**src/shared/supply_ctrl_pkg.sv**
```systemverilog
// constants, carrier types and state record of the supply control block
package supply_ctrl_pkg;

  // ==========================================================
  // clock and timing
  localparam int CLK_PERIOD_NS = 25;
  localparam int COPY_TIME_NS  = 1600000;
  localparam int COPY_CYC      = COPY_TIME_NS / CLK_PERIOD_NS;
  localparam int RST_UNIT_NS   = 1000000;
  localparam int RST_UNIT_CYC  = RST_UNIT_NS / CLK_PERIOD_NS;
  localparam int CTL_MIN_NS    = 1000;
  localparam int CTL_MIN_CYC   =
    (CTL_MIN_NS + CLK_PERIOD_NS - 1) / CLK_PERIOD_NS;
  localparam int SETTLE_CYC    = 4;
  localparam int COPY_W        = 17;
  localparam int CNT_W         = 24;
  localparam int CTL_W         = 12;

  // ==========================================================
  // register offsets
  localparam logic [7:0] OFS_RST_SEL  = 8'h00;
  localparam logic [7:0] OFS_RST_DLY  = 8'h01;
  localparam logic [7:0] OFS_OUT_MODE = 8'h02;
  localparam logic [7:0] OFS_DEV_MODE = 8'h03;
  localparam logic [7:0] OFS_FRESP    = 8'h04;
  localparam logic [7:0] OFS_ONOFF    = 8'h05;
  localparam logic [7:0] OFS_PAGE     = 8'h06;
  localparam logic [7:0] OFS_CMD      = 8'h07;
  localparam logic [7:0] OFS_ARA      = 8'h08;
  localparam logic [7:0] OFS_STATUS   = 8'h09;
  localparam logic [7:0] OFS_ADDR     = 8'h0a;
  localparam logic [7:0] OFS_NEW_ADDR = 8'h0b;

  // ==========================================================
  // field positions
  localparam int GLOB_LSB      = 0;
  localparam int POL_LSB       = 4;
  localparam int IGN_EN_BIT    = 0;
  localparam int FRESP_OFF_BIT = 0;
  localparam int ONOFF_CTL_BIT = 0;
  localparam int CMD_ON_BIT    = 0;
  localparam int CMD_OFF_BIT   = 1;
  localparam int CMD_CLR_BIT   = 2;

  // ==========================================================
  // reset values and fixed codes
  localparam logic [7:0] RST_SEL_RST  = 8'h00;
  localparam logic [7:0] RST_DLY_RST  = 8'h00;
  localparam logic [7:0] CFG_RST      = 8'h00;
  localparam logic [7:0] PAGE_ALL     = 8'hff;
  localparam logic [6:0] ADDR_ALL_LOW = 7'h40;
  localparam logic [6:0] ADDR_BCAST   = 7'h00;

  // ==========================================================
  // types
  typedef enum logic [1:0] {B_SETTLE, B_COPY, B_RUN} boot_t;

  typedef struct packed {
    logic [7:0] addr;
    logic [7:0] wdata;
    logic       wr;
    logic       rd;
  } reg_req_t;

  typedef struct packed {
    logic       valid;
    logic [7:0] addr;
    logic [3:0] pol;
  } eeprom_cfg_t;

  typedef struct packed {
    logic [2:0]       en_sync;
    logic             en_lvl;
    logic [2:0][2:0]  hi_sync;
    logic [2:0][2:0]  op_sync;
    logic [2:0]       hi_lvl;
    logic [2:0]       op_lvl;
    boot_t            boot;
    logic [COPY_W-1:0] copy_cnt;
    logic             ctl_state;
    logic [CTL_W-1:0] ctl_cnt;
    logic [7:0]       rst_sel;
    logic [7:0]       rst_dly;
    logic [7:0]       out_mode;
    logic [7:0]       dev_mode;
    logic [7:0]       fresp;
    logic [7:0]       onoff;
    logic [7:0]       page;
    logic [7:0]       new_addr;
    logic [6:0]       slave_addr;
    logic [3:0]       pol;
    logic [3:0]       ch_on;
    logic [3:0]       fault_prev;
    logic             en_fault;
    logic             alert;
    logic             rst_assert;
    logic             rst_oe_b;
    logic             alert_oe_b;
    logic [CNT_W-1:0] rst_cnt;
    logic [7:0]       rdata;
    logic [3:0]       sup_en;
    logic             hit;
    logic             pin_low;
  } ctrl_state_t;

endpackage

```
**src/rtl/supply_ctrl.sv**
```systemverilog
// control pins, reset and alert outputs, and address logic of the sequencer
`timescale 1ns/1ps
// ============================================================
// How it works
// - reset output held low through power-on
// - release after programmed timeout once channel good
// - select 0..3 picks channel, else low forever
// - tied channel disabled reasserts reset at once
// - global fault bits, all four set, route any fault to reset
// - any fault pulls the alert output low
// - alert response read returns address, releases alert
// - alert released when faults clear or cleared
// - enables low at power-up, high on command
// - polarity bit one makes enable active low
// - configuration copy takes about 1.6 ms
// - enable input low blocks turn-on unless ignored
// - enable falling while on runs fault action
// - three-level address pins map to slave address
// - broadcast address also answered
// - valid stored address overrides pins unless bit7
// - new address only stored, never applied to the slave address
// - third address pin becomes control after detect
// - control rising edge acts as turn-on command
// - control falling edge acts as soft-off command
// - commands still obeyed, control pulses need widths
// - page selects channel for channel commands
module supply_ctrl #(
  parameter int COPY_CYC     = supply_ctrl_pkg::COPY_CYC,
  parameter int RST_UNIT_CYC = supply_ctrl_pkg::RST_UNIT_CYC,
  parameter int CTL_MIN_CYC  = supply_ctrl_pkg::CTL_MIN_CYC
) (
  input  wire logic                   mclk_in,          // 40 MHz clock
  input  wire logic                   rst_b_in,         // async reset
  input  wire supply_ctrl_pkg::reg_req_t reg_req_in,    // register request
  output logic [7:0]                  reg_rdata_out,    // read data
  input  wire logic [3:0]             pgood_in,         // channel at target
  input  wire logic [3:0]             fault_in,         // channel fault
  input  wire logic                   en_pin_in,        // enable pin
  input  wire logic [2:0]             addr_pin_high_in, // pin reads high
  input  wire logic [2:0]             addr_pin_open_in, // pin reads open
  input  wire supply_ctrl_pkg::eeprom_cfg_t eeprom_in,  // copied config
  input  wire logic [6:0]             bus_addr_in,      // framed address
  output logic                        addr_hit_out,     // address match
  output logic [3:0]                  supply_enable_out, // supply enables
  output logic                        reset_pin_out,    // reset pin level
  output logic                        reset_oe_b_out,   // reset pull-low
  output logic                        alert_pin_out,    // alert pin level
  output logic                        alert_oe_b_out    // alert pull-low
);

  // ==========================================================
  // parameter checks
  if (COPY_CYC < 1 || COPY_CYC >= (1 << supply_ctrl_pkg::COPY_W))
    $error("COPY_CYC out of range");
  if (RST_UNIT_CYC < 1 || RST_UNIT_CYC * 255 >= (1 << supply_ctrl_pkg::CNT_W))
    $error("RST_UNIT_CYC out of range");
  if (CTL_MIN_CYC < 1 || CTL_MIN_CYC >= (1 << supply_ctrl_pkg::CTL_W))
    $error("CTL_MIN_CYC out of range");

  supply_ctrl_pkg::ctrl_state_t s, n;

  logic [3:0]  tgt_mask;
  logic [3:0]  on_req;
  logic [3:0]  off_req;
  logic        en_ok;
  logic        en_fall;
  logic        ctl_rise;
  logic        ctl_fall;
  logic        glob;
  logic        up;
  logic        alert_set;
  logic        clr_faults;
  logic        ara_rd;
  logic        rst_done;
  logic [supply_ctrl_pkg::CNT_W-1:0] rst_tgt;

  // three-level pins to address: open weighs 1<<i, high weighs 1<<i plus 1<<(i+3)
  function automatic logic [6:0] pin_addr(input logic [2:0] hi,
                                          input logic [2:0] op);
    logic [6:0] a;
    a = 7'h00;
    for (int i = 0; i < 3; i++) begin
      if (op[i]) begin
        a[i] = 1'b1;
      end else if (hi[i]) begin
        a[i]     = 1'b1;
        a[i + 3] = 1'b1;
      end
    end
    if (a == 7'h00) begin
      a = supply_ctrl_pkg::ADDR_ALL_LOW;
    end
    return a;
  endfunction

  assign rst_tgt  = supply_ctrl_pkg::CNT_W'(s.rst_dly * RST_UNIT_CYC);
  assign rst_done = s.rst_cnt >= rst_tgt;

  // ==========================================================
  // next state
  always_comb begin
    n = s;
    // pin conditioning: a change counts once stages 2 and 3 agree
    n.en_sync = {s.en_sync[1:0], en_pin_in};
    if (s.en_sync[2] == s.en_sync[1]) begin
      n.en_lvl = s.en_sync[2];
    end
    for (int i = 0; i < 3; i++) begin
      n.hi_sync[i] = {s.hi_sync[i][1:0], addr_pin_high_in[i]};
      n.op_sync[i] = {s.op_sync[i][1:0], addr_pin_open_in[i]};
      if (s.hi_sync[i][2] == s.hi_sync[i][1]) begin
        n.hi_lvl[i] = s.hi_sync[i][2];
      end
      if (s.op_sync[i][2] == s.op_sync[i][1]) begin
        n.op_lvl[i] = s.op_sync[i][2];
      end
    end

    // boot: latch pins, then copy stored configuration
    unique case (s.boot)
      supply_ctrl_pkg::B_SETTLE: begin
        n.copy_cnt = s.copy_cnt + 1'b1;
        if (s.copy_cnt == supply_ctrl_pkg::COPY_W'(
              supply_ctrl_pkg::SETTLE_CYC)) begin
          n.slave_addr = pin_addr(s.hi_lvl, s.op_lvl);
          n.ctl_state  = s.hi_lvl[2];
          n.copy_cnt   = '0;
          n.boot       = supply_ctrl_pkg::B_COPY;
        end
      end
      supply_ctrl_pkg::B_COPY: begin
        n.copy_cnt = s.copy_cnt + 1'b1;
        if (s.copy_cnt == supply_ctrl_pkg::COPY_W'(COPY_CYC - 1)) begin
          if (eeprom_in.valid && !eeprom_in.addr[7]) begin
            n.slave_addr = eeprom_in.addr[6:0];
          end
          n.pol  = eeprom_in.pol;
          n.boot = supply_ctrl_pkg::B_RUN;
        end
      end
      supply_ctrl_pkg::B_RUN: begin
      end
      default: begin
        n.boot = supply_ctrl_pkg::B_SETTLE;
      end
    endcase

    // control pin debounce; inert until the address is latched
    ctl_rise = 1'b0;
    ctl_fall = 1'b0;
    if (s.boot != supply_ctrl_pkg::B_SETTLE &&
        s.hi_lvl[2] != s.ctl_state) begin
      n.ctl_cnt = s.ctl_cnt + 1'b1;
      if (s.ctl_cnt == supply_ctrl_pkg::CTL_W'(CTL_MIN_CYC - 1)) begin
        n.ctl_state = s.hi_lvl[2];
        n.ctl_cnt   = '0;
        ctl_rise    = s.hi_lvl[2];
        ctl_fall    = !s.hi_lvl[2];
      end
    end else begin
      n.ctl_cnt = '0;
    end

    // register writes
    clr_faults = 1'b0;
    on_req     = 4'h0;
    off_req    = 4'h0;
    if (s.page == supply_ctrl_pkg::PAGE_ALL) begin
      tgt_mask = 4'hf;
    end else if (s.page < 8'h04) begin
      tgt_mask = 4'h1 << s.page[1:0];
    end else begin
      tgt_mask = 4'h0;
    end
    if (reg_req_in.wr) begin
      unique case (reg_req_in.addr)
        supply_ctrl_pkg::OFS_RST_SEL:  n.rst_sel  = reg_req_in.wdata;
        supply_ctrl_pkg::OFS_RST_DLY:  n.rst_dly  = reg_req_in.wdata;
        supply_ctrl_pkg::OFS_OUT_MODE: n.out_mode = reg_req_in.wdata;
        supply_ctrl_pkg::OFS_DEV_MODE: n.dev_mode = reg_req_in.wdata;
        supply_ctrl_pkg::OFS_FRESP:    n.fresp    = reg_req_in.wdata;
        supply_ctrl_pkg::OFS_ONOFF:    n.onoff    = reg_req_in.wdata;
        supply_ctrl_pkg::OFS_PAGE:     n.page     = reg_req_in.wdata;
        supply_ctrl_pkg::OFS_NEW_ADDR: n.new_addr = reg_req_in.wdata;
        supply_ctrl_pkg::OFS_CMD: begin
          if (reg_req_in.wdata[supply_ctrl_pkg::CMD_ON_BIT]) begin
            on_req = tgt_mask;
          end
          if (reg_req_in.wdata[supply_ctrl_pkg::CMD_OFF_BIT]) begin
            off_req = tgt_mask;
          end
          clr_faults = reg_req_in.wdata[supply_ctrl_pkg::CMD_CLR_BIT];
        end
        default: begin
        end
      endcase
    end
    if (s.onoff[supply_ctrl_pkg::ONOFF_CTL_BIT]) begin
      if (ctl_rise) begin
        on_req = 4'hf;
      end
      if (ctl_fall) begin
        off_req = 4'hf;
      end
    end

    // channel on state
    en_ok   = n.en_lvl || s.dev_mode[supply_ctrl_pkg::IGN_EN_BIT];
    en_fall = s.en_lvl && !n.en_lvl &&
              !s.dev_mode[supply_ctrl_pkg::IGN_EN_BIT] && (s.ch_on != 4'h0);
    if (en_fall && s.fresp[supply_ctrl_pkg::FRESP_OFF_BIT]) begin
      off_req = 4'hf;
    end
    n.ch_on = (s.ch_on | (on_req & {4{en_ok}})) & ~off_req & ~fault_in;

    // faults and alert; a new event wins over any clear
    n.fault_prev = fault_in;
    alert_set    = ((fault_in & ~s.fault_prev) != 4'h0) || en_fall;
    n.en_fault   = en_fall || (s.en_fault && !clr_faults);
    ara_rd       = reg_req_in.rd &&
                   (reg_req_in.addr == supply_ctrl_pkg::OFS_ARA);
    n.alert = alert_set || (s.alert && !(clr_faults || ara_rd ||
              (fault_in == 4'h0 && !s.en_fault)));
    // pull-low enable kept in its own flop so the pin sees no gate
    n.alert_oe_b = !n.alert;

    // reset output: counts only while the tied channel is good
    glob = (s.out_mode[supply_ctrl_pkg::GLOB_LSB +: 4] == 4'hf);
    up   = (s.rst_sel < 8'h04) && n.ch_on[s.rst_sel[1:0]] &&
           pgood_in[s.rst_sel[1:0]] &&
           (s.boot == supply_ctrl_pkg::B_RUN) &&
           !(glob && (fault_in != 4'h0));
    if (!up) begin
      n.rst_assert = 1'b1;
      n.rst_cnt    = '0;
    end else if (rst_done) begin
      n.rst_assert = 1'b0;
    end else begin
      n.rst_cnt = s.rst_cnt + 1'b1;
    end
    n.rst_oe_b = !n.rst_assert;

    // supply enables: low until polarity copied, then on xor polarity
    if (s.boot == supply_ctrl_pkg::B_RUN) begin
      n.sup_en = s.ch_on ^ s.pol;
    end else begin
      n.sup_en = 4'h0;
    end

    n.hit = (s.boot != supply_ctrl_pkg::B_SETTLE) &&
            (bus_addr_in == s.slave_addr ||
             bus_addr_in == supply_ctrl_pkg::ADDR_BCAST);
    n.pin_low = 1'b0;

    // read data stands only in the cycle after the strobe
    n.rdata = 8'h00;
    if (reg_req_in.rd) begin
      unique case (reg_req_in.addr)
        supply_ctrl_pkg::OFS_RST_SEL:  n.rdata = s.rst_sel;
        supply_ctrl_pkg::OFS_RST_DLY:  n.rdata = s.rst_dly;
        supply_ctrl_pkg::OFS_OUT_MODE: n.rdata = s.out_mode;
        supply_ctrl_pkg::OFS_DEV_MODE: n.rdata = s.dev_mode;
        supply_ctrl_pkg::OFS_FRESP:    n.rdata = s.fresp;
        supply_ctrl_pkg::OFS_ONOFF:    n.rdata = s.onoff;
        supply_ctrl_pkg::OFS_PAGE:     n.rdata = s.page;
        supply_ctrl_pkg::OFS_ARA:      n.rdata = {1'b0, s.slave_addr};
        supply_ctrl_pkg::OFS_STATUS:
          n.rdata = {s.alert, s.rst_assert, s.en_fault,
                     s.boot == supply_ctrl_pkg::B_RUN, s.ch_on};
        supply_ctrl_pkg::OFS_ADDR:     n.rdata = {1'b0, s.slave_addr};
        supply_ctrl_pkg::OFS_NEW_ADDR: n.rdata = s.new_addr;
        default:                       n.rdata = 8'h00;
      endcase
    end
  end

  // ==========================================================
  // state register
  always_ff @(posedge mclk_in or negedge rst_b_in) begin
    if (!rst_b_in) begin
      s            <= '0;
      s.boot       <= supply_ctrl_pkg::B_SETTLE;
      s.rst_sel    <= supply_ctrl_pkg::RST_SEL_RST;
      s.rst_dly    <= supply_ctrl_pkg::RST_DLY_RST;
      s.out_mode   <= supply_ctrl_pkg::CFG_RST;
      s.page       <= supply_ctrl_pkg::CFG_RST;
      s.slave_addr <= supply_ctrl_pkg::ADDR_ALL_LOW;
      s.rst_assert <= 1'b1;
      s.alert_oe_b <= 1'b1;
    end else begin
      s <= n;
    end
  end

  assign reg_rdata_out     = s.rdata;
  assign addr_hit_out      = s.hit;
  assign supply_enable_out = s.sup_en;
  assign reset_pin_out     = s.pin_low;
  assign reset_oe_b_out    = s.rst_oe_b;
  assign alert_pin_out     = s.pin_low;
  assign alert_oe_b_out    = s.alert_oe_b;
endmodule // supply_ctrl

```
**config.mk**
```make
export PLATFORM = sky130hd
export DESIGN_NAME = supply_ctrl
export DESIGN_NICKNAME = d
export VERILOG_FILES = /design/src/shared/supply_ctrl_pkg.sv /design/src/rtl/supply_ctrl.sv
export SDC_FILE = /design/constraint.sdc
export NUM_CORES = 1
export LEC_CHECK = 0
export ABC_AREA = 1
export BUFFER_PORTS_ARGS = -buffer_cell sky130_fd_sc_hd__buf_2
export CELL_PAD_IN_SITES_DETAIL_PLACEMENT = 0
export CELL_PAD_IN_SITES_GLOBAL_PLACEMENT = 2
export CORE_MARGIN = 2
export CORE_UTILIZATION = 40
export DETAILED_ROUTE_END_ITERATION = 16
export PLACE_DENSITY = 0.9
export SYNTH_ARGS = -nofsm -noshare
export SYNTH_HDL_FRONTEND = slang
export SYNTH_SLANG_ARGS = --single-unit
```
**constraint.sdc**
```tcl
create_clock -name mclk_in -period 9.7 [get_ports mclk_in]
set_input_delay 0.485 -clock mclk_in [delete_from_list [all_inputs] [get_ports mclk_in]]
set_output_delay 0.485 -clock mclk_in [all_outputs]
set_load 0.05 [all_outputs]
```
# Word level (Yosys, flattened, before mapping)
# Index checks and enable logic that the tools add are counted.
# op_classes
order_cmp,4
add_sub_neg,3
muxes,65
multipliers,1
n_eq_ne,31
shift,1
reduce_logical,55
bitwise,10
# ops
op,count
$pmux 8 s10,1
$mux 4,14
$mux 24,2
$mux 1,34
$pmux 17 s2,1
$eq 8x3->1 const B,4
$eq 8x4->1 const B,4
$add 24x1->24 const B,1
$ge 24x24->1,1
$mux 7,3
$mux 20,1
$mul 8x10->18 const B,1
$reduce_and 2->1,9
$add 17x1->17 const B,1
$eq 17x16->1 const B,1
$eq 17x3->1 const B,1
$and 4x4->4,4
$eq 8x2->1 const B,2
$logic_and 1x1->1,16
$lt 8x3->1 const B,2
$pmux 7 s2,1
$mux 13,1
$add 12x1->12 const B,1
$eq 12x6->1 const B,1
33 further kinds,63
# word_totals
inputBits,55
ff_bits,185
elab_cells,209
out_inout_bits,17

# Logic depth before layout (Yosys ltp)
# Gate-level depths: netlist (run 1).
# logic_depth
depth_word,20
mapped_depth,25
ltp_nobuf,25

# Least setup slack after synthesis (run 1)
# OpenSTA, ideal clock, no wires.
# synth_timing
path_type,register to register
start,reg s[115] in the netlist's numbering
end,reg s[34] in the netlist's numbering
n_path_buf,0
period_less_slack_ns,5.084
t_arrival_ns,4.963
setup_time_ns,0.121
required_time_ns,9.579
path_slack_ns,4.616
path_stages_with_launch,24
path_cell_list,dfrtp_1 -> fa_1 -> fa_1 -> ha_1 -> inv_1 -> fa_1 -> inv_1 -> ha_1 -> nand2_1 -> o21ai_0 -> a21oi_1 -> o21ai_0 -> a21o_1 -> a21o_1 -> a21oi_1 -> ha_1 -> a21oi_1 -> o21ai_0 -> a21oi_1 -> nand4_2 -> nor2_1 -> nand4_1 -> nand2_2 -> nor2_2
# synth_between
elab_chain_len,3
# synth_lines
item,line,text
"start, declared",supply_ctrl.sv:60,"supply_ctrl_pkg::ctrl_state_t s, n;"
"start signal, assigned",supply_ctrl.sv:291,s <= n;
$mul 8x10->18,supply_ctrl.sv:96,assign rst_tgt = supply_ctrl_pkg::CNT_W'(s.rst_dly * RST_UNIT_CYC);
$ge 24x24->1,supply_ctrl.sv:97,assign rst_done = s.rst_cnt >= rst_tgt;
$ne 2x2->1 (no source line),-,
# No other way between the ends.
# A chain may end at the register's enable or synchronous reset.

# Worst setup path in the final report (run 1)
# Ends and elaborated chain as after synthesis.

==> results.md, run 1 <==
* Post-Syn Area per Cell at approximately 8.5 µm²
* Largest net degree at the start of global routing at between 100 and 150
* Crit path arrival time at 5.93 ns
* Layout overhead on the synthesized area at 11.5%
* Worst-path clk slew at 0.08 ns
* Period utilization at 57.7%
* DR WL/cell at around 17 µm
* Total CTS buffers at 17
* Crit Path Max Fanout at 10
* Via density at 5.11
* Setup TNS at 0 ns
* Startpoint types: flip-flop
* Global Route Usage Sum at 20.6%
* Synth unique cells at about 50
* Worst Clk Skew at about 0.014 ns
* CTS tree: built
* #FFs+latches synth at 185
* Status: finished clean
* Multi-input gate area at 4880 µm²
* Power per Cell Area at 150 nW/µm²
* Chip width at 165 µm
* Synth top area cells: dfrtp_1 (44%), nand2_1 (9.5%), ha_1 (7.5%), inv_1 (5.5%), o21ai_0 (4.3%)
* Worst reg2reg path depth at 23
* Relative max-transition margin at around a third
* Leak at 5.57 nW
* Clk sinks at 185
* PortBufs at 69
* RR Endpoint: s[34]$_DFFE_PN0P_
* Register area share after synthesis at 44.9%
* Post-CTS setup buffer count at 0
* Type of the worst min-delay path: input port to async pin
* Vias in the first global route at 7976
* Area leader, netlist: dfrtp_1
* Clk_lat worst skew at approximately 0.44 ns
* Share of layout cells above drive strength 1 at between 10% and 20%
* FF/Latch Area at about 4600 µm²
* DRT Pass-1 Iters at 5
* Element type at the critical path end: flip-flop
* Peak supply drop at 0.100 mV
* Initial antenna violation count at 0
* Req. time, crit path at approximately 10 ns
* Final net count at 1405
* Iter 0 DRT Violations at 552
* # H-tree levels at 4
* Unrepaired setup endpoints after global routing: false
* Syn Inst Count at 1217
* Slew @ Worst Pin at 0.996 ns
* DRT antenna net count at 0
* # diodes at 0
* Top-area cell type share of the netlist area at between 40 and 50%
* Root Driver: clkbuf_16
* Fmax at 179 MHz
* Mapped Area at 10300 µm²
* Max-Cap Viols at 0
* Setup Viol. Count Final at 0
* Total die area at 27100 µm²
* Die Ht at 165 µm
* Hold_buf cts at 0
* Post-DP HPWL at 19.9 mm
* CTS Buffer Depth at 2
* Ports at 72
* Core Footprint at 25300 µm²
* Synth warn at 0
* Post-route minimum period at 5.60 ns
* Final-report hold violation count at 0
* Routed wire length at 26.7 mm
* Slew Viols, Final at 0
* Drt drc at 0
* RD Place Congestion at about 0.85
* Remaining Overflow, GRT at 0
* R2r setup slk at 4.10 ns
* FF-to-FF Start: s[115]$_DFFE_PN0P_
* First-pass GRT wire length at 42.7 mm
* Starting density of the core at 40.8%
* Rows at 58
* # fillers at 2527
* Via count at 8272
* Post_cts resized at 0
* Setup Crit Path Kind: flip-flop to flip-flop
* Hold Worst Slack at 0.130 ns
## how the worst max path moves through the flow
| stage | start | to | slack [ns] | depth (start not counted) |
|---|---|---|---|---|
| after floorplan | s[115]$_DFFE_PN0P_ | s[34]$_DFFE_PN0P_ | 4.62 | 23 |
| after global placement | s[115]$_DFFE_PN0P_ | s[34]$_DFFE_PN0P_ | 4.21 | 23 |
| after detailed placement | s[115]$_DFFE_PN0P_ | s[34]$_DFFE_PN0P_ | 4.12 | 23 |
| after CTS | s[115]$_DFFE_PN0P_ | s[34]$_DFFE_PN0P_ | 4.11 | 23 |
| after global routing | s[115]$_DFFE_PN0P_ | s[34]$_DFFE_PN0P_ | 3.62 | 23 |
| final | s[115]$_DFFE_PN0P_ | s[34]$_DFFE_PN0P_ | 4.10 | 23 |
## logic make-up (layout without fill, tap and decap cells)
group	Yosys count	after routing	synth area share, %
AND/OR/NAND/NOR	536	536	23.4
XOR/XNOR	33	33	2.80
buffers and inverters	190	261	7.78
adder cells (fa/ha/maj)	80	80	10.4
AO/OA/AOI/OAI	192	192	10.6
other	1	2	0.0364
flip-flops	185	185	44.9
## layer usage
metal  track usage [%]  wire (µm)  share of wire (%)
met1              29.9      13400                 50
met3              3.49        992                3.7
met5                 0          0                  0
met2              32.0      12000                 45
met4              5.14        360                1.3
## cells in the final DEF, fill, tap and decap left out, types with 10 or more instances in the layout
cell type  count
fa_1          12
nand2_2       10
inv_1        150
dfrtp_1      182
nor4_1        14
clkbuf_16     17
xnor2_1       13
a221oi_1      13
nor2_1       101
o21ai_0       88
nor2_2        20
nand2_1      262
nand4_1       31
ha_1          62
nand3_1       46
xor2_1        20
nor3_1        31
a21oi_1       53
buf_2         68
## area by class of cell
cell class / instances / share of cell area (%)
repair buffers: 70 / 3.15
multi-input cells: 843 / 42.4
clock buffers: 18 / 3.73
inverters: 159 / 5.21
flip-flops and latches: 185 / 40.3
well taps: 330 / 3.59
clock inverters: 14 / 1.56
## Yosys cell counts, drive strengths merged
master     n
nor2     125
nand4     34
a32oi      2
conb       1
xor2      20
o2111ai    4
or2        2
fa        12
a21o       2
dfrtp    182
nor3b      5
a211oi     6
clkinv     2
o311ai     1
o22ai      3
xnor2     13
o31ai      1
ha        62
and3       1
nand2    272
nor3      32
o21bai     1
a31oi      8
dfstp      3
a22o       1
a32o       1
o211ai     2
and2       2
buf       24
nand3     48
o2bb2ai    1
a221oi    13
clkbuf     7
nor4      15
o21ai     92
a21oi     53
o21a       1
maj3       6
inv      157
## metrics by stage
step | std cells | cell area, µm² | total power, mW | setup WS, ns | utilization, %
after global routing | 1619 | 11500 | 1.80 | 3.62 | 45.5
after global placement | 1587 | 10900 | 1.00 | 4.21 | 43.1
after floorplan | 1218 | 10300 | 0.935 | 4.62 | -
after CTS | 1619 | 11500 | 1.74 | 4.11 | 45.5
final | 1619 | 11500 | 1.72 | 4.10 | 45.5
after detailed placement | 1587 | 10900 | 1.01 | 4.12 | 43.1
## worst max-delay path, stage by stage (launching register included)
cell and delay [ns]:
dfrtp_1 0.48, fa_1 0.60, fa_1 0.43, ha_1 0.28
inv_1 0.05, fa_1 0.52, inv_1 0.04, ha_1 0.33
nand2_1 0.10, o21ai_0 0.08, a21oi_1 0.20, o21ai_0 0.11
a21o_1 0.19, a21o_1 0.16, a21oi_1 0.15, ha_1 0.27
a21oi_1 0.13, o21ai_0 0.09, a21oi_1 0.16, nand4_2 0.29
nor2_1 0.51, nand4_1 0.19, nand2_2 0.12, nor2_2 0.03
## power by group
part	switching [mW]	internal [mW]
combinational	0.112	0.0565
clock	0.340	0.393
sequential	0.0243	0.798
## sequential cells by signal (all words and copies together) (netlist names)
name               flops
addr_hit_out           1
alert_oe_b_out         1
n                     14
reg_rdata_out          8
reset_oe_b_out         1
s                    156
supply_enable_out      4
(Power assumes the default switching activity.)
==> inputs of run 2 (changes only) <==
--- a/config.mk
+++ b/config.mk
@@ -10,9 +10,9 @@
 export CELL_PAD_IN_SITES_DETAIL_PLACEMENT = 0
 export CELL_PAD_IN_SITES_GLOBAL_PLACEMENT = 2
 export CORE_MARGIN = 2
-export CORE_UTILIZATION = 40
+export CORE_UTILIZATION = 34
 export DETAILED_ROUTE_END_ITERATION = 16
-export PLACE_DENSITY = 0.9
+export PLACE_DENSITY = 0.82
 export SYNTH_ARGS = -nofsm -noshare
 export SYNTH_HDL_FRONTEND = slang
 export SYNTH_SLANG_ARGS = --single-unit
==> constraint.sdc (replaced) <==
create_clock -name mclk_in -period 4.8 [get_ports mclk_in]
set_input_delay 0.24 -clock mclk_in [delete_from_list [all_inputs] [get_ports mclk_in]]
set_output_delay 0.24 -clock mclk_in [all_outputs]
set_load 0.05 [all_outputs]
==> run 2 against run 1 <==
The flow now finishes with violations (negative setup slack). Sequential power up 100%. Sequential share of layout area down 2.7 points. Wire length up 4.9%. Power up 120%. Largest power group unchanged. Clock skew down 0.0024 ns.
==> results.md, run 2 (synthesis results as in run 1) <==
* Status: complete, but fails checks (was finished clean)
* Failing checks: negative setup slack
* Root Driver: clkbuf_16 (unchanged)
* Cells along the critical path: ha_1 > ha_1 > inv_1 > fa_1 > inv_1 > fa_1 > ha_4 > a21oi_1 > o21ai_2 > a21oi_2 > o21ai_1 > a21o_1 > a21o_1 > a21oi_2 > ha_4 > nand2_4 > nor2_1 > a21oi_2 > nand4_4 > buf_12 > nor2_4 > buf_6 > xor2_1 > nor2_1 (was fa_1 > fa_1 > ha_1 > inv_1 > fa_1 > inv_1 > ha_1 > nand2_1 > o21ai_0 > a21oi_1 > o21ai_0 > a21o_1 > a21o_1 > a21oi_1 > ha_1 > a21oi_1 > o21ai_0 > a21oi_1 > nand4_2 > nor2_1 > nand4_1 > nand2_2 > nor2_2)
* Fmax at 205 MHz (was 179 MHz)
* Hold endpoint: s[56]$_DFFE_PN0P_
* Max-Cap Viols at 0 (unchanged)
* RD Place Congestion at 0.822 (was 0.854)
* Post-route minimum period at 4.88 ns (was 5.60 ns)
* Req. time, crit path at 5.12 ns (was 10.04 ns)
* Setup Viol. Count Final at 17 (was 0)
* Hold path depth at 3
* Top reg by flops: s (unchanged)
* Power, Total at 3.73 mW (was 1.72 mW)
* Post-DP HPWL at 20.7 mm (was 19.9 mm)
* CTS tree: built (unchanged)
* Worst-path clk slew at 0.07 ns (was 0.08 ns)
* Clk_lat worst skew at 0.45 ns (was 0.44 ns)
* First-pass GRT wire length at 44.9 mm (was 42.7 mm)
* Ports at 72 (unchanged)
* Slew Viols, Final at 0 (unchanged)
* Leak at 5.85 nW (was 5.57 nW)
* Final-report hold violation count at 0 (unchanged)
* Die Ht at 178 µm (was 165 µm)
* Peak per-stage delay on the critical path at 0.57 ns (was 0.60 ns)
* Sum of buffers and inverters on the critical path at 4 (was 2)
* Commonest cells after routing, fill and taps aside: nand2_1 (255), dfrtp_1 (177), inv_1 (144) (was nand2_1 (262), dfrtp_1 (182), inv_1 (150))
* Starting density of the core at 34.7% (was 40.8%)
* FF-to-FF Start: s[115]$_DFFE_PN0P_ (unchanged)
* Hold Worst Slack at 0.0881 ns (was 0.130 ns)
* Global Route Usage Sum at 18.5% (was 20.6%)
* Largest register FFs at 156 (unchanged)
* Setup Crit Path Kind: flip-flop to flip-flop (unchanged)
* DRT antenna net count at 0 (unchanged)
* Crit-path leading delay family: adder cells (unchanged)
* Crit Path Max Fanout at 5 (was 10)
* Routed wire length at 28.0 mm (was 26.7 mm)
* Unrepaired setup endpoints after global routing: true (was false)
* Relative max-transition margin at 34.9% (was 33.6%)
* Clk sinks at 185 (unchanged)
* Remaining Overflow, GRT at 0 (unchanged)
* CTS Buffer Depth at 2 (unchanged)
* Most frequent CP cell: a21oi_2 (was a21oi_1)
* R2r setup slk at -0.08 ns (was 4.10 ns)
* Startpoint types: flip-flop (unchanged)
* Peak supply drop at 0.254 mV (was 0.100 mV)
* Crit path arrival time at 5.21 ns (was 5.93 ns)
* Total die area at 31700 µm² (was 27100 µm²)
* Worst reg2reg path depth at 24 (was 23)
* Drt drc at 0 (unchanged)
* Type of the worst min-delay path: input port to flip-flop (was input port to async pin)
* Total CTS buffers at 17 (unchanged)
* Element type at the critical path end: flip-flop (unchanged)
* Commonest non-fill, non-tap cell in the layout: nand2_1 (unchanged)
* Iter 0 DRT Violations at 589 (was 552)
* # H-tree levels at 4 (unchanged)
* DR WL/cell at 16.3 µm (was 16.5 µm)
* PortBufs at 69 (unchanged)
* Period utilization at 102% (was 57.7%)
* Core Footprint at 29700 µm² (was 25300 µm²)
* Via density at 4.91 (was 5.11)
* Final net count at 1450 (was 1405)
* DRT Pass-1 Iters at 5 (unchanged)
* RR Endpoint: s[29]$_DFFE_PN0P_ (was s[34]$_DFFE_PN0P_)
* Rows at 63 (was 58)
* Chip width at 178 µm (was 165 µm)
* Final worst slack at -0.0825 ns (was 4.10 ns)
* Initial antenna violation count at 0 (unchanged)
* CP max stage cell: fa_1 (unchanged)
* Vias in the first global route at 8275 (was 7976)
* Layout overhead on the synthesized area at 19.5% (was 11.5%)
* Worst Clk Skew at 0.0119 ns (was 0.0144 ns)
* Worst hold start: eeprom_in[5]
* Slew @ Worst Pin at 0.977 ns (was 0.996 ns)
* Share of layout cells above drive strength 1 at 17.8% (was 11.9%)
* Largest net degree at the start of global routing at 112 (was 115)
* Via count at 8462 (was 8272)
* Power per Cell Area at 303 nW/µm² (was 150 nW/µm²)
-- run 2: worst reg2reg max path: stages (launching register included) --
cell and delay [ns]:
dfrtp_2 0.44, ha_1 0.30, ha_1 0.27, inv_1 0.05, fa_1 0.52, inv_1 0.05
fa_1 0.57, ha_4 0.22, a21oi_1 0.17, o21ai_2 0.07, a21oi_2 0.13, o21ai_1 0.07
a21o_1 0.17, a21o_1 0.17, a21oi_2 0.19, ha_4 0.25, nand2_4 0.09, nor2_1 0.06
a21oi_2 0.19, nand4_4 0.16, buf_12 0.18, nor2_4 0.10, buf_6 0.12, xor2_1 0.15
nor2_1 0.06
-- run 2: where the power goes --
group / switching, mW / internal, mW
Combinational: 0.292 / 0.217
Sequential: 0.0435 / 1.61
Clock: 0.659 / 0.907
-- run 2: cell type report --
type	count	area (µm²)
Clock buffer	19	453
Timing Repair Buffer	114	773
Inverter	159	602
Clock inverter	12	188
Antenna cell	1	2.50
Fill cell	2962	17400
Sequential cell	185	4640
Multi-Input combinational cell	844	5170
Tap cell	390	488
-- run 2: per-stage QoR --
stage / utilization, % / cells / setup slack (ns) / setup TNS [ns] / instance area, µm²
4_1_cts: 41.0 / 1722 / -0.127 / -2.19 / 12200
5_1_grt: 41.4 / 1723 / -0.349 / -7.30 / 12300
3_3_place_gp: 37.7 / 1671 / -0.166 / -2.05 / 11200
2_1_floorplan: - / 1218 / 0.00648 / 0 / 10400
6_report: 41.5 / 1724 / -0.0825 / -0.870 / 12300
3_5_place_dp: 37.7 / 1671 / -0.301 / -5.01 / 11200
-- run 2: timing repair --
| action | in CTS | in global routing |
|---|---|---|
| endpoints found under the setup margin | 26 | 26 |
| hold endpoints to repair | 121 | 0 |
| pin swaps | 31 | 25 |
| gates cloned | 2 | 0 |
| buffers inserted | 2 | 1 |
| gates resized for setup | 34 | 25 |
| hold buffers | 16 | 0 |
-- run 2: how the worst max path moves through the flow --
stage / slack (ns) / endpoint / start / cells after the start
floorplan: 0.006 / s[16]$_DFFE_PN0P_ / s[117]$_DFFE_PN0P_ / 22
global placement: -0.17 / s[18]$_DFFE_PN0P_ / s[115]$_DFFE_PN0P_ / 24
detailed placement: -0.30 / s[16]$_DFFE_PN0P_ / s[115]$_DFFE_PN0P_ / 22
CTS: -0.13 / s[21]$_DFFE_PN0P_ / s[116]$_DFFE_PN0P_ / 26
global route: -0.35 / s[23]$_DFFE_PN0P_ / s[117]$_DFFE_PN0P_ / 25
finish: -0.08 / s[29]$_DFFE_PN0P_ / s[115]$_DFFE_PN0P_ / 24
-- run 2: layer usage --
| metal | track usage (%) | share of wire [%] | vias up |
|---|---|---|---|
| met4 | 5.50 | 1.6 | 0 |
| met5 | 0 | 0 | - |
| met3 | 3.41 | 3.8 | 23 |
| li1 | - | - | 4224 |
| met1 | 27.0 | 50 | 4071 |
| met2 | 28.0 | 45 | 144 |
==> inputs of run 3 (changes only) <==
--- a/config.mk
+++ b/config.mk
@@ -10,9 +10,9 @@
 export CELL_PAD_IN_SITES_DETAIL_PLACEMENT = 0
 export CELL_PAD_IN_SITES_GLOBAL_PLACEMENT = 2
 export CORE_MARGIN = 2
-export CORE_UTILIZATION = 34
+export CORE_UTILIZATION = 37
 export DETAILED_ROUTE_END_ITERATION = 16
-export PLACE_DENSITY = 0.82
+export PLACE_DENSITY = 0.84
 export SYNTH_ARGS = -nofsm -noshare
 export SYNTH_HDL_FRONTEND = slang
 export SYNTH_SLANG_ARGS = --single-unit
==> constraint.sdc (replaced) <==
create_clock -name mclk_in -period 5 [get_ports mclk_in]
set_input_delay 0.25 -clock mclk_in [delete_from_list [all_inputs] [get_ports mclk_in]]
set_output_delay 0.25 -clock mclk_in [all_outputs]
set_load 0.05 [all_outputs]
==> run 3 against run 2 <==
The run now ends clean. Combinational power decreased by 13%. First-iteration DRC count increased by 4.6%. Utilization increased by 2.5 points. Register-to-register slack improved by 0.14 ns. Critical path depth increased by 2. Maximum frequency decreased by 1.2%. Count of clock-buffer cells in the layout decreased by 1. Sequential cell count unchanged. Critical path type unchanged. Critical endpoint is now s[36]$_DFFE_PN0P_. Largest cell class unchanged.
==> results.md, run 3 (synthesis results as in run 1) <==
* PortBufs at 69 (unchanged)
* DRT antenna net count at 0 (unchanged)
* # H-tree levels at 4 (unchanged)
* Sw Share at 27.5% (was 26.6%)
* Power, Total at 3.34 mW (was 3.73 mW)
* Clk_lat worst skew at 0.45 ns (about the same)
* Vias in the first global route at 8176 (was 8275)
* Hold Worst Slack at 0.0198 ns (was 0.0881 ns)
* Largest net degree at the start of global routing at 126 (was 112)
* Worst-path clk slew at 0.07 ns (about the same)
* Worst reg2reg path depth at 26 (was 24)
* Setup Viol. Count Final at 0 (was 17)
* RD Place Congestion at 0.811 (was 0.822)
* # fillers at 2824 (was 2962)
* RR Endpoint: s[36]$_DFFE_PN0P_ (was s[29]$_DFFE_PN0P_)
* Slew @ Worst Pin at 1.25 ns (was 0.977 ns)
* Largest register FFs at 156 (unchanged)
* Top reg by flops: s (unchanged)
* Switching power at 0.920 mW (was 0.994 mW)
* Crit path launch: s[115]$_DFFE_PN0P_ (unchanged)
* Max-Cap Viols at 0 (unchanged)
* Setup TNS at 0 ns (was -0.870 ns)
* Element type at the critical path end: flip-flop (unchanged)
* Status: finished clean (was complete, but fails checks)
* Via density at 4.92 (was 4.91)
* DR WL/cell at 16.2 µm (was 16.3 µm)
* Type of the worst min-delay path: input port to flip-flop (unchanged)
* First-pass GRT wire length at 44.0 mm (was 44.9 mm)
* Worst Clk Skew at 0.0147 ns (was 0.0119 ns)
* Setup Crit Path Kind: flip-flop to flip-flop (unchanged)
* Peak per-stage delay on the critical path at 0.55 ns (was 0.57 ns)
* Fmax at 202 MHz (was 205 MHz)
* Comb pwr share at 13.1% (was 13.6%)
* Share of layout cells above drive strength 1 at 17.2% (was 17.8%)
* Chip width at 171 µm (was 178 µm)
* Initial antenna violation count at 1 (was 0)
* Crit path arrival time at 5.28 ns (was 5.21 ns)
* Total die area at 29200 µm² (was 31700 µm²)
* CTS tree: built (unchanged)
* Remaining Overflow, GRT at 0 (unchanged)
* Post-DP HPWL at 20.5 mm (was 20.7 mm)
* Global Route Usage Sum at 19.7% (was 18.5%)
* Total CTS buffers at 17 (unchanged)
* Final-report hold violation count at 0 (unchanged)
* CTS Buffer Depth at 2 (unchanged)
* # diodes at 0 (was 1)
* Rows at 61 (was 63)
* Commonest cells after routing, fill and taps aside: nand2_1 (258), dfrtp_1 (182), inv_1 (145) (was nand2_1 (255), dfrtp_1 (177), inv_1 (144))
* Ports at 72 (unchanged)
* Crit path capture: s[36]$_DFFE_PN0P_ (was s[29]$_DFFE_PN0P_)
* Via count at 8435 (was 8462)
* CP max stage cell: fa_1 (unchanged)
* Routed wire length at 27.7 mm (was 28.0 mm)
* FF/Latch Area at 4630 µm² (was 4640 µm²)
* Starting density of the core at 37.3% (was 34.7%)
* Startpoint types: flip-flop (unchanged)
* Relative max-transition margin at 16.1% (was 34.9%)
* DRT Pass-1 Iters at 5 (unchanged)
* Drt drc at 0 (unchanged)
* Slew Viols, Final at 0 (unchanged)
* Clk pwr share at 39.3% (was 42.0%)
* Power per Cell Area at 275 nW/µm² (was 303 nW/µm²)
* Crit Path Max Fanout at 5 (unchanged)
* Commonest non-fill, non-tap cell in the layout: nand2_1 (unchanged)
* Die Ht at 171 µm (was 178 µm)
* Req. time, crit path at 5.34 ns (was 5.12 ns)
* Sequential fraction of design power at 47.6% (was 44.4%)
* Post-route minimum period at 4.94 ns (was 4.88 ns)
* Int Power at 2.42 mW (was 2.74 mW)
* Leak at 5.80 nW (was 5.85 nW)
* Iter 0 DRT Violations at 616 (was 589)
* Layout overhead on the synthesized area at 17.8% (was 19.5%)
* Multi-input gate area at 5120 µm² (was 5170 µm²)
* Root Driver: clkbuf_16 (unchanged)
* FF-to-FF Start: s[115]$_DFFE_PN0P_ (unchanged)
* R2r setup slk at 0.06 ns (was -0.08 ns)
* Final net count at 1451 (was 1450)
* Clk sinks at 185 (unchanged)
* Period utilization at 98.8% (was 102%)
* Core Footprint at 27600 µm² (was 29700 µm²)
* Peak supply drop at 0.203 mV (was 0.254 mV)
* Unrepaired setup endpoints after global routing: true (unchanged)
[run 3: changes by cell type in the layout (fill, tap and decap cells not counted), moves of 4 or more]
| cell | before | now |
|---|---|---|
| nand3_1 | 41 | 45 |
| dfrtp_1 | 177 | 182 |
| clkinv_2 | 1 | 6 |
| nand3_2 | 7 | 3 |
| dfrtp_2 | 5 | 0 |
| nor2_4 | 9 | 5 |
[run 3: worst min path at each step]
stage | start | to | slack, ns | cells past startpoint
2_1_floorplan | rst_b_in | addr_hit_out$_DFF_PN0_ | -0.05 | 0
4_1_cts | eeprom_in[1] | s[52]$_DFFE_PN0P_ | 0.004 | 3
5_1_grt | eeprom_in[1] | s[52]$_DFFE_PN0P_ | 0.02 | 3
6_report | eeprom_in[1] | s[52]$_DFFE_PN0P_ | 0.02 | 3
3_5_place_dp | rst_b_in | s[160]$_DFFE_PN0N_ | 0.28 | 1
3_3_place_gp | rst_b_in | s[166]$_DFF_PN0_ | 0.28 | 1
[run 3: stage by stage]
stage	cell area (µm²)	setup slack, ns	util [%]	instances
6_report	12100	0.0585	44.0	1713
5_1_grt	12100	-0.186	44.0	1713
4_1_cts	12000	0.00510	43.3	1712
3_5_place_dp	11200	-0.197	40.5	1664
3_3_place_gp	11200	-0.0763	40.5	1664
2_1_floorplan	10300	0.00628	-	1218
[run 3: layout make-up]
type | instances | share of cell area, %
repair buffers | 116 | 6.36
multi-input cells | 843 | 42.1
clock buffers | 18 | 3.53
clock inverters | 14 | 0.989
well taps | 378 | 3.89
inverters | 159 | 4.94
flip-flops and latches | 185 | 38.2
[run 3: worst max-delay path, delay by kind of cell (launching register included)]
kind | cells | cell delay, ns
adder cells (fa/ha/maj) | 6 | 2.10
buffers and inverters | 6 | 0.68
flip-flops | 1 | 0.40
AO/OA/AOI/OAI | 8 | 1.03
XOR/XNOR | 1 | 0.11
AND/OR/NAND/NOR | 5 | 0.52
[run 3: per-layer routing]
metal  vias up  track usage [%]  share of wire, %
li1       4232                -                 -
met1      4033             28.1                50
met2       149             30.9                46
met3        19             3.56               3.6
met4         2             4.53              0.91
met5         -                0             0.032
[run 3: repair_timing]
| action | in CTS | in global routing |
|---|---|---|
| hold buffers | 15 | 0 |
| hold endpoints to repair | 74 | 0 |
| gates cloned | 1 | 0 |
| endpoints found under the setup margin | 26 | 26 |
| setup buffers | 0 | 2 |
| pin swaps | 9 | 32 |
| resized for setup | 17 | 42 |
[run 3: power groups by stage]
stage	logic (mW)	clock network, mW	registers, mW
floorplan	0.208	0	1.61
global placement	0.383	0	1.62
detailed placement	0.388	0	1.62
CTS	0.416	1.35	1.59
global route	0.499	1.41	1.60
finish	0.440	1.31	1.59
